===== src/pcd_pkg.sv =====
package pcd_pkg;
    // register byte offsets on the AHB-Lite slave
    localparam logic [7:0] PCD_OFF_CTRL = 8'h00;
    localparam logic [7:0] PCD_OFF_STATUS = 8'h04;
    localparam logic [7:0] PCD_OFF_COUNT = 8'h08;
    localparam logic [7:0] PCD_OFF_CAPID = 8'h0C;

    // control and status register field positions
    localparam int PCD_CTRL_MODE_LSB = 0;
    localparam int PCD_CTRL_ARI_BIT = 2;
    localparam int PCD_CTRL_ECRC_BIT = 3;
    localparam int PCD_STATUS_DIG_BIT = 16;

    // port modes
    localparam logic [1:0] PCD_MODE_EP = 2'h0;
    localparam logic [1:0] PCD_MODE_SWUP = 2'h1;
    localparam logic [1:0] PCD_MODE_RP = 2'h2;

    // reset values
    localparam logic [1:0] PCD_RST_MODE = PCD_MODE_EP;
    localparam logic PCD_RST_ARI = 1'b0;
    localparam logic PCD_RST_ECRC = 1'b0;
    localparam logic [7:0] PCD_RST_CAP_BUS = 8'h00;
    localparam logic [4:0] PCD_RST_CAP_DEV = 5'h00;

    // descriptor field positions, kept for users who slice the raw descriptor
    localparam int PCD_DESC_FUNC_LSB = 80;
    localparam int PCD_DESC_BUS_LSB = 88;
    localparam int PCD_DESC_CIDEN_BIT = 88;
    localparam int PCD_DESC_TC_LSB = 89;
    localparam int PCD_DESC_ATTR_LSB = 92;
    localparam int PCD_DESC_ECRC_BIT = 95;
    localparam int PCD_ATTR_NS_BIT = 0;
    localparam int PCD_ATTR_RO_BIT = 1;
    localparam int PCD_ATTR_IDO_BIT = 2;

    typedef enum logic [3:0] {
        PCD_BUS_IDLE = 4'b0001,
        PCD_BUS_WR = 4'b0010,
        PCD_BUS_RD1 = 4'b0100,
        PCD_BUS_RD2 = 4'b1000
    } pcd_bus_st_t;

    typedef struct packed {
        pcd_bus_st_t bst;
        logic [7:0] raddr;
        logic [31:0] hrdata;
        logic [1:0] mode;
        logic ari;
        logic ecrc;
        logic [7:0] cap_bus;
        logic [4:0] cap_dev;
        logic hv;
        logic [15:0] cid;
        logic [2:0] tc;
        logic [2:0] attr;
        logic dig;
        logic [15:0] req_id;
        logic [7:0] tag;
        logic [15:0] count;
    } pcd_state_t;
endpackage


===== src/pcd_cpl_id_fmt.sv =====
// Chosen here: the address map and the AHB-Lite interface to the registers.
`timescale 1ns/100ps
// Overview of operation
// - endpoint without ARI: upper five function/device bits are ignored
// - completer-ID-enable high outside endpoint mode: completer ID is bus, device, function from descriptor
// - enable low or endpoint: captured bus plus captured device and descriptor function form completer ID, or with ARI the whole 8-bit descriptor function
// - attributes copied from request: bit0 no-snoop, bit1 relaxed, bit2 ID-based
// - force-ECRC set: completion gets a digest even if ECRC is disabled
module pcd_cpl_id_fmt (
    input wire logic clk_sys,
    input wire logic arst_n,
    input wire logic hsel,
    input wire logic [31:0] haddr,
    input wire logic [1:0] htrans,
    input wire logic hwrite,
    input wire logic [2:0] hsize,
    input wire logic [31:0] hwdata,
    input wire logic hready,
    output logic hreadyout,
    output logic hresp,
    output logic [31:0] hrdata,
    input wire logic cfg_cap_valid,
    input wire logic [7:0] cfg_cap_bus,
    input wire logic [4:0] cfg_cap_dev,
    input wire logic desc_valid,
    input wire logic [7:0] desc_func_dev,
    input wire logic [7:0] desc_bus,
    input wire logic desc_cid_en,
    input wire logic [2:0] desc_tc,
    input wire logic [2:0] desc_attr,
    input wire logic desc_force_ecrc,
    input wire logic [15:0] desc_req_id,
    input wire logic [7:0] desc_tag,
    output logic hdr_valid,
    output logic [15:0] hdr_cpl_id,
    output logic [2:0] hdr_tc,
    output logic [2:0] hdr_attr,
    output logic hdr_digest,
    output logic [15:0] hdr_req_id,
    output logic [7:0] hdr_tag
);
    import pcd_pkg::*;

    pcd_state_t s_r;
    pcd_state_t s_nxt;
    logic is_ep;
    logic use_desc;

    function automatic logic [31:0] rd_word(input logic [7:0] a, input pcd_state_t s);
        logic [31:0] w;
        w = 32'h0000_0000;
        case (a)
            PCD_OFF_CTRL: w = {28'h0000000, s.ecrc, s.ari, s.mode};
            PCD_OFF_STATUS: w = {15'h0000, s.dig, s.cid};
            PCD_OFF_COUNT: w = {16'h0000, s.count};
            PCD_OFF_CAPID: w = {19'h00000, s.cap_dev, s.cap_bus};
            default: w = 32'h0000_0000;
        endcase
        return w;
    endfunction

    ////////////////////////////////////////////////////////////////////////////////
    // next-state logic

    assign is_ep = (s_r.mode == PCD_MODE_EP);
    // endpoint forces the captured-ID path whatever the enable bit says
    assign use_desc = desc_cid_en && !is_ep;

    always_comb
    begin
        s_nxt = s_r;
        s_nxt.hv = 1'b0;

        // zero-wait writes; reads take one wait so hrdata comes from a flop
        case (s_r.bst)
            PCD_BUS_RD1:
            begin
                s_nxt.hrdata = rd_word(s_r.raddr, s_r);
                s_nxt.bst = PCD_BUS_RD2;
            end
            PCD_BUS_IDLE, PCD_BUS_WR, PCD_BUS_RD2:
            begin
                if (s_r.bst == PCD_BUS_WR && s_r.raddr == PCD_OFF_CTRL)
                begin
                    s_nxt.mode = hwdata[PCD_CTRL_MODE_LSB +: 2];
                    s_nxt.ari = hwdata[PCD_CTRL_ARI_BIT];
                    s_nxt.ecrc = hwdata[PCD_CTRL_ECRC_BIT];
                end
                if (hsel && htrans[1] && hready)
                begin
                    s_nxt.raddr = {haddr[7:2], 2'h0};
                    s_nxt.bst = hwrite ? PCD_BUS_WR : PCD_BUS_RD1;
                end
                else
                begin
                    s_nxt.bst = PCD_BUS_IDLE;
                end
            end
            default: s_nxt.bst = PCD_BUS_IDLE;
        endcase

        if (cfg_cap_valid)
        begin
            s_nxt.cap_bus = cfg_cap_bus;
            s_nxt.cap_dev = cfg_cap_dev;
        end

        if (desc_valid)
        begin
            s_nxt.hv = 1'b1;
            if (use_desc)
            begin
                s_nxt.cid = {desc_bus, desc_func_dev};
            end
            else if (s_r.ari)
            begin
                s_nxt.cid = {s_r.cap_bus, desc_func_dev};
            end
            else
            begin
                // upper five descriptor bits dropped for the captured device
                s_nxt.cid = {s_r.cap_bus, s_r.cap_dev, desc_func_dev[2:0]};
            end
            s_nxt.tc = desc_tc;
            s_nxt.attr = desc_attr;
            s_nxt.dig = desc_force_ecrc || s_r.ecrc;
            s_nxt.req_id = desc_req_id;
            s_nxt.tag = desc_tag;
            s_nxt.count = s_r.count + 16'h0001;
        end
    end

    ////////////////////////////////////////////////////////////////////////////////
    // state register

    always_ff @(posedge clk_sys or negedge arst_n)
    begin
        if (!arst_n)
        begin
            s_r <= '{bst: PCD_BUS_IDLE, raddr: 8'h00, hrdata: 32'h0000_0000,
                     mode: PCD_RST_MODE, ari: PCD_RST_ARI, ecrc: PCD_RST_ECRC,
                     cap_bus: PCD_RST_CAP_BUS, cap_dev: PCD_RST_CAP_DEV, hv: 1'b0,
                     cid: 16'h0000, tc: 3'h0, attr: 3'h0, dig: 1'b0,
                     req_id: 16'h0000, tag: 8'h00, count: 16'h0000};
        end
        else
        begin
            s_r <= s_nxt;
        end
    end

    ////////////////////////////////////////////////////////////////////////////////
    // outputs

    // only the first data-phase cycle of a read stalls; writes never wait
    assign hreadyout = (s_r.bst != PCD_BUS_RD1);
    assign hresp = 1'b0;
    assign hrdata = s_r.hrdata;
    assign hdr_valid = s_r.hv;
    assign hdr_cpl_id = s_r.cid;
    assign hdr_tc = s_r.tc;
    assign hdr_attr = s_r.attr;
    assign hdr_digest = s_r.dig;
    assign hdr_req_id = s_r.req_id;
    assign hdr_tag = s_r.tag;

    ////////////////////////////////////////////////////////////////////////////////
    // assertions

    desc_id_src_a: assert property (@(posedge clk_sys) disable iff (!arst_n)
        desc_valid && desc_cid_en && !is_ep |=>
            hdr_valid && hdr_cpl_id == {$past(desc_bus), $past(desc_func_dev)})
        else $error("completer id not taken from descriptor");

    cap_id_src_a: assert property (@(posedge clk_sys) disable iff (!arst_n)
        desc_valid && !use_desc |=>
            hdr_cpl_id[15:8] == $past(s_r.cap_bus) &&
            hdr_cpl_id[2:0] == $past(desc_func_dev[2:0]))
        else $error("completer id not built from captured bus");

    ep_dev_ignore_a: assert property (@(posedge clk_sys) disable iff (!arst_n)
        desc_valid && is_ep && !s_r.ari |=> hdr_cpl_id[7:3] == $past(s_r.cap_dev))
        else $error("endpoint used descriptor device bits");

    ep_bus_ignore_a: assert property (@(posedge clk_sys) disable iff (!arst_n)
        desc_valid && is_ep && desc_bus != s_r.cap_bus |=>
            hdr_cpl_id[15:8] == $past(s_r.cap_bus))
        else $error("endpoint used descriptor bus number");

    attr_copy_a: assert property (@(posedge clk_sys) disable iff (!arst_n)
        desc_valid |=> hdr_attr == $past(desc_attr) && hdr_tc == $past(desc_tc))
        else $error("attributes or traffic class not copied");

    force_ecrc_a: assert property (@(posedge clk_sys) disable iff (!arst_n)
        desc_valid && desc_force_ecrc |=> hdr_valid && hdr_digest)
        else $error("forced ecrc did not add digest");

    digest_src_a: assert property (@(posedge clk_sys) disable iff (!arst_n)
        desc_valid && !desc_force_ecrc |=> hdr_digest == $past(s_r.ecrc))
        else $error("digest does not follow ecrc enable");

    req_copy_a: assert property (@(posedge clk_sys) disable iff (!arst_n)
        desc_valid |=> hdr_req_id == $past(desc_req_id) && hdr_tag == $past(desc_tag))
        else $error("requester id or tag not copied");

    desc_count_a: assert property (@(posedge clk_sys) disable iff (!arst_n)
        desc_valid |=> s_r.count == $past(s_r.count) + 16'h0001)
        else $error("descriptor count did not step");

    hdr_pulse_a: assert property (@(posedge clk_sys) disable iff (!arst_n)
        hdr_valid |-> $past(desc_valid) && hdr_tag == $past(desc_tag))
        else $error("header valid without descriptor");

    rd_wait_a: assert property (@(posedge clk_sys) disable iff (!arst_n)
        hsel && htrans[1] && hready && !hwrite |=> !hreadyout ##1 hreadyout)
        else $error("read wait state missing");
endmodule


===== config.mk =====
export PLATFORM = sky130hd
export DESIGN_NAME = pcd_cpl_id_fmt
export DESIGN_NICKNAME = d
export VERILOG_FILES = /design/src/pcd_pkg.sv /design/src/pcd_cpl_id_fmt.sv
export SDC_FILE = /design/constraint.sdc
export NUM_CORES = 1
export LEC_CHECK = 0
export BUFFER_PORTS_ARGS = -buffer_cell sky130_fd_sc_hd__buf_4
export CAP_MARGIN = 25
export CORE_UTILIZATION = 43
export DETAILED_ROUTE_END_ITERATION = 12
export PLACE_DENSITY_LB_ADDON = 0.12
export SKIP_CTS_REPAIR_TIMING = 1
export SYNTH_ARGS = -nofsm -noshare
export SYNTH_HDL_FRONTEND = slang
export SYNTH_SLANG_ARGS = --single-unit

===== constraint.sdc =====
create_clock -name clk_sys -period 1.7 [get_ports clk_sys]
set_input_delay 0.085 -clock clk_sys [delete_from_list [all_inputs] [get_ports clk_sys]]
set_output_delay 0.085 -clock clk_sys [all_outputs]
set_load 0.02 [all_outputs]

* Word-level counts from Yosys, hierarchy flattened *
Index checks and enable logic that the tools add are counted.

word-level totals
  memory bits (read-only) = 0
  flip-flop bits (word level) = 123
  RAM bits = 0
  input bits = 137
  bits in latches = 0
  memories = 0
  word-level logic and storage cells = 43

operators by class
  reductions and logical operators = 11
  multiplexer cells = 7
  magnitude comparators = 0
  equal/unequal tests = 8
  multiply operators = 0
  bitwise logic cells = 0
  $add $sub $neg = 1
  divide/modulo/power cells = 0
  shifts and indexed selects = 0

operator list
  cell                                            number
  case mux 17 bit (4 select lines)                1
  2-to-1 mux 64 bit                               1
  adder 16 x 1 -> 16 bit (second input constant)  1
  2-to-1 mux 16 bit                               1
  == test 6 x 2 -> 1 bit (second input constant)  2
  zero test 8 bit                                 1
  2-to-1 mux 8 bit                                1
  case mux 4 bit (2 select lines)                 1
  == test 6 x 1 -> 1 bit (second input constant)  1
  2-to-1 mux 3 bit                                2
  == test 4 x 1 -> 1 bit (second input constant)  1
  == test 4 x 2 -> 1 bit (second input constant)  1
  == test 4 x 3 -> 1 bit (second input constant)  1
  == test 4 bit (second input constant)           1
  logical AND 1 bit                               4
  != test 4 x 3 -> 1 bit (second input constant)  1
  AND reduction 2 bit                             2
  OR reduction 3 bit                              1
  zero test 2 bit                                 1
  zero test 1 bit                                 1
  logical OR 1 bit                                1

* Depth between registers and ports, before layout *
  depth after elaboration = 5
  gate-level depth with buffers = 6
  mapped depth without buffers = 4

* Worst setup path after synthesis *
OpenSTA, ideal clock, no wires.

  path kind = register -> register
  start point = reg s_r[115] (netlist bit)
  end point = reg s_r[77] (netlist bit)
  period minus slack after synthesis = 1732 ps
  data arrival time = 1607 ps
  path slack = -32 ps
  cell stages (with the launch flop) = 5
  path buffers = 1
  required time = 1575 ps
  path through = dfrtp_1 buf_6 or4b_4 nor4_4 mux2_2

between the ends
  longest elaborated chain between the ends = 3

ends and longest elaborated chain
  what                           line                   text
  start: declaration             pcd_cpl_id_fmt.sv:44   pcd_state_t s_r;
  start signal: assignment       pcd_cpl_id_fmt.sv:140  s_r <= '{bst: PCD_BUS_IDLE, raddr: 8'h00, hrdata: 32'h0000_0000,
  start signal: assignment       pcd_cpl_id_fmt.sv:148  s_r <= s_nxt;
  zero test 8 bit                pcd_cpl_id_fmt.sv:83   if (s_r.bst == PCD_BUS_WR && s_r.raddr == PCD_OFF_CTRL)
  logical AND 1 bit              pcd_cpl_id_fmt.sv:83
  AND reduction 2 bit (no line)  n/a

No other way between the ends.
A chain may end at the register's enable or synchronous reset.

* Worst setup path after layout *
  start point = reg s_r[115] (netlist bit)
  end point = reg s_r[78] (netlist bit)

Same word-level chain as after synthesis.

==> impl_metrics.ini <==
[run_status]
status = finished, violations left
violations = DRC, setup timing

[setup_path]
critical_path.startpoint_type = flip-flop
path_cells = or4b_4 > nor4_4 > buf_6 > mux2_4
r2r_cells = 4
crit_slowest_cell = or4b_4
critPathRequiredTime_ns = 1.93
setup.worst_path.end_class = flip-flop
rrSetupSlack_ns = -0.05
crit_fanout = 4
path_delay_family = simple AND/OR/NAND/NOR gates
r2r-end = s_r[78]
rr_startpoint = s_r[115]
critPathBufInv = 1
critical_path_class = reg -> reg
slowest_delay_ns = 0.53
cp.arrival_ns = 1.98

[floorplanning]
chipWidth_um = 112
start_util_pct = 44.7
ios = 219
rows = 39
core_area_um2 = 11600
die_area_um2 = 12500
die_y_um = 112

[route]
via_count = 3620
drt-initial-drc-count = 140
drc = 10
wirelength_um = 11900
vias_per_cell = 4.89
drtAntennaViolNets = 0
first_pass_iters = 8
wl_per_cell_um = 16.1

[place]
portBuffers = 144
dpl.hpwl_um = 8100
gp_congestion = 0.754
dpl.cell_count = 658

[grt]
grt_use_total_pct = 18.7
grt_pass1_wl_um = 17900
grt_start_max_net_pins = 43
grt_pass1_vias = 3433
overflow = 0
antenna_found_initial = 0

[synth]
ys_warn_count = 0
synthArstFlopShare_pct = 100
synthFlopType = dfrtp_1
synthCells = 436
synth.cell_area_um2 = 5170
ys_types = 38
synth.yosys.seq_area_share_pct = 52.3
avgSynthCellArea_um2 = 11.9
yosys_register_bits = 108
synth_edf_count = 0

[power]
power_per_cell_area_nw_per_um2 = 951
leakagePower_nw = 3.26
p_int_mw = 4.79
p_seq_share_pct = 46.8
p_sw_share_pct = 27.8
ir_drop_mv = 0.577
switching_power_mw = 1.85
clkPwrFrac_pct = 30.1
comb_power_share_pct = 23.1

[hold_path]
min_from = desc_bus[6]
hold-path-endpoint = hdr_cpl_id[14]
hold_class = in -> reg
whs_path_depth = 3

[sta]
max_freq_ghz = 0.572
hold_viol = 0
setup_viol = 4
min_period_over_period_pct = 103
rsz0062_at_grt = true
worst_slack_ns = -0.0486
hold_slack_ns = 0.00726
clock_skew_ns = 0.00549
layout_min_cycle_time_ns = 1.75
drv_slew = 0

[clocking]
cts.htree.levels = 3
cts-root-buf = clkbuf_16
numCtsBuffers = 9
clock_latency_ns = 0.34
cts_tree = yes
cts.path.max_buffers = 2
cts.sinks = 108
clk_pin_slew_ns = 0.06

[final_layout]
drive_above_1_share_pct = 43.3
syn_to_final_growth_pct = 35.0
final_cells = 741
postLayoutCoreUtil_pct = 60.4
diodes = 0
num-nets-final = 731
nFillCells = 940

[flow_run]
cap_violations = 0
cells in the final DEF, fill, tap and decap left out, types with 2 or more instances in the layout:
cell type,count
dfrtp_1,107
a31oi_1,13
o21ai_0,9
conb_1,16
mux4_1,4
nand3b_1,5
mux2_4,4
buf_4,162
inv_1,3
a22o_1,4
clkbuf_8,3
buf_12,2
nand2_1,34
nand3_1,4
dlygate4sd3_1,60
a22oi_1,12
nor2_1,19
nand4_1,5
xor2_1,10
clkbuf_1,3
o21ai_1,9
buf_6,3
nor4_1,4
clkbuf_16,10
xnor2_1,6
nor3_1,4
mux2_2,62
worst register-to-register path, cell delays in order (launching register included):
cell	delay [ns]
dfrtp_1	0.39
or4b_4	0.53
nor4_4	0.25
buf_6	0.17
mux2_4	0.30
logic make-up after synthesis:
group,after synthesis,share of synthesized area [%]
AO/OA/AOI/OAI,52,6.46
XOR/XNOR,16,2.71
adder cells (fa/ha/maj),1,0.242
buffers and inverters,102,13.4
flip-flops,108,52.3
multiplexers,70,16.4
other,1,0.0725
AND/OR/NAND/NOR,86,8.49
area by class of cell:
| class | count | area [um2] | share of cell area (%) |
|---|---|---|---|
| clock inverters | 1 | 5.00 | 0.0717 |
| flip-flops and latches | 108 | 2700 | 38.7 |
| well taps | 143 | 179 | 2.56 |
| multi-input cells | 241 | 1870 | 26.8 |
| inverters | 4 | 15.0 | 0.215 |
| repair buffers | 229 | 1930 | 27.7 |
| clock buffers | 15 | 278 | 3.98 |
routing by layer:
layer	global-route usage [%]	up-vias	part of all wire, %
li1	-	1738	-
met4	7.30	0	1.6
met2	29.5	119	49
met5	0	-	0
met3	5.23	14	5.5
met1	24.5	1749	44
Yosys cell counts (2+ instances only):
cell type / number / share of area, %
nand3b_1: 5 / 0.73
a22o_1: 4 / 0.68
buf_4: 79 / 11
buf_1: 2 / 0.15
xor2_1: 10 / 1.7
clkbuf_1: 13 / 0.94
nor4_1: 4 / 0.48
a31oi_1: 13 / 1.6
nand3_1: 4 / 0.39
nand2_1: 34 / 2.5
buf_2: 3 / 0.29
nor3_1: 4 / 0.39
inv_1: 4 / 0.29
mux4_1: 4 / 2.0
nand4_1: 5 / 0.60
nor2b_1: 2 / 0.24
nor2_1: 20 / 1.5
a22oi_1: 12 / 1.7
mux2_2: 66 / 14
dfrtp_1: 107 / 52
o21ai_0: 19 / 1.8
xnor2_1: 6 / 1.0
power groups by stage:
stage / Sequential, mW / Clock, mW / Combinational [mW]
2_1_floorplan: 3.07 / 0 / 1.06
3_3_place_gp: 3.13 / 0 / 1.39
3_5_place_dp: 3.15 / 0 / 1.41
4_1_cts: 3.11 / 2.05 / 1.42
5_1_grt: 3.14 / 2.17 / 1.65
6_report: 3.11 / 2.00 / 1.53
registers in the layout, summed over array words and instances, names as in the netlist:
name,flops
hdr_cpl_id,16
s_r,43
hdr_tag,8
hdr_attr,3
hdr_tc,3
hdr_req_id,16
hrdata,17
hdr_valid,1
hdr_digest,1
metrics by stage:
stage	power, mW	TNS (ns)	area [um2]	worst slack (ns)
floorplan	4.12	-0.126	5230	-0.0316
global placement	4.52	-0.352	5970	-0.0838
detailed placement	4.57	-0.929	5970	-0.108
CTS	6.58	-1.29	6260	-0.122
global route	6.97	-0.372	6980	-0.0950
finish	6.64	-0.165	6980	-0.0486
worst max-delay path by stage:
stage / start / to / slack [ns] / depth (start not counted)
6_report: s_r[115] / s_r[78] / -0.05 / 4
5_1_grt: s_r[115] / s_r[78] / -0.09 / 4
4_1_cts: s_r[120] / s_r[78] / -0.12 / 4
3_5_place_dp: s_r[120] / s_r[78] / -0.11 / 4
3_3_place_gp: s_r[120] / s_r[80] / -0.08 / 4
2_1_floorplan: s_r[115] / s_r[77] / -0.03 / 4
Note: power is estimated with default switching activity, not from simulation.
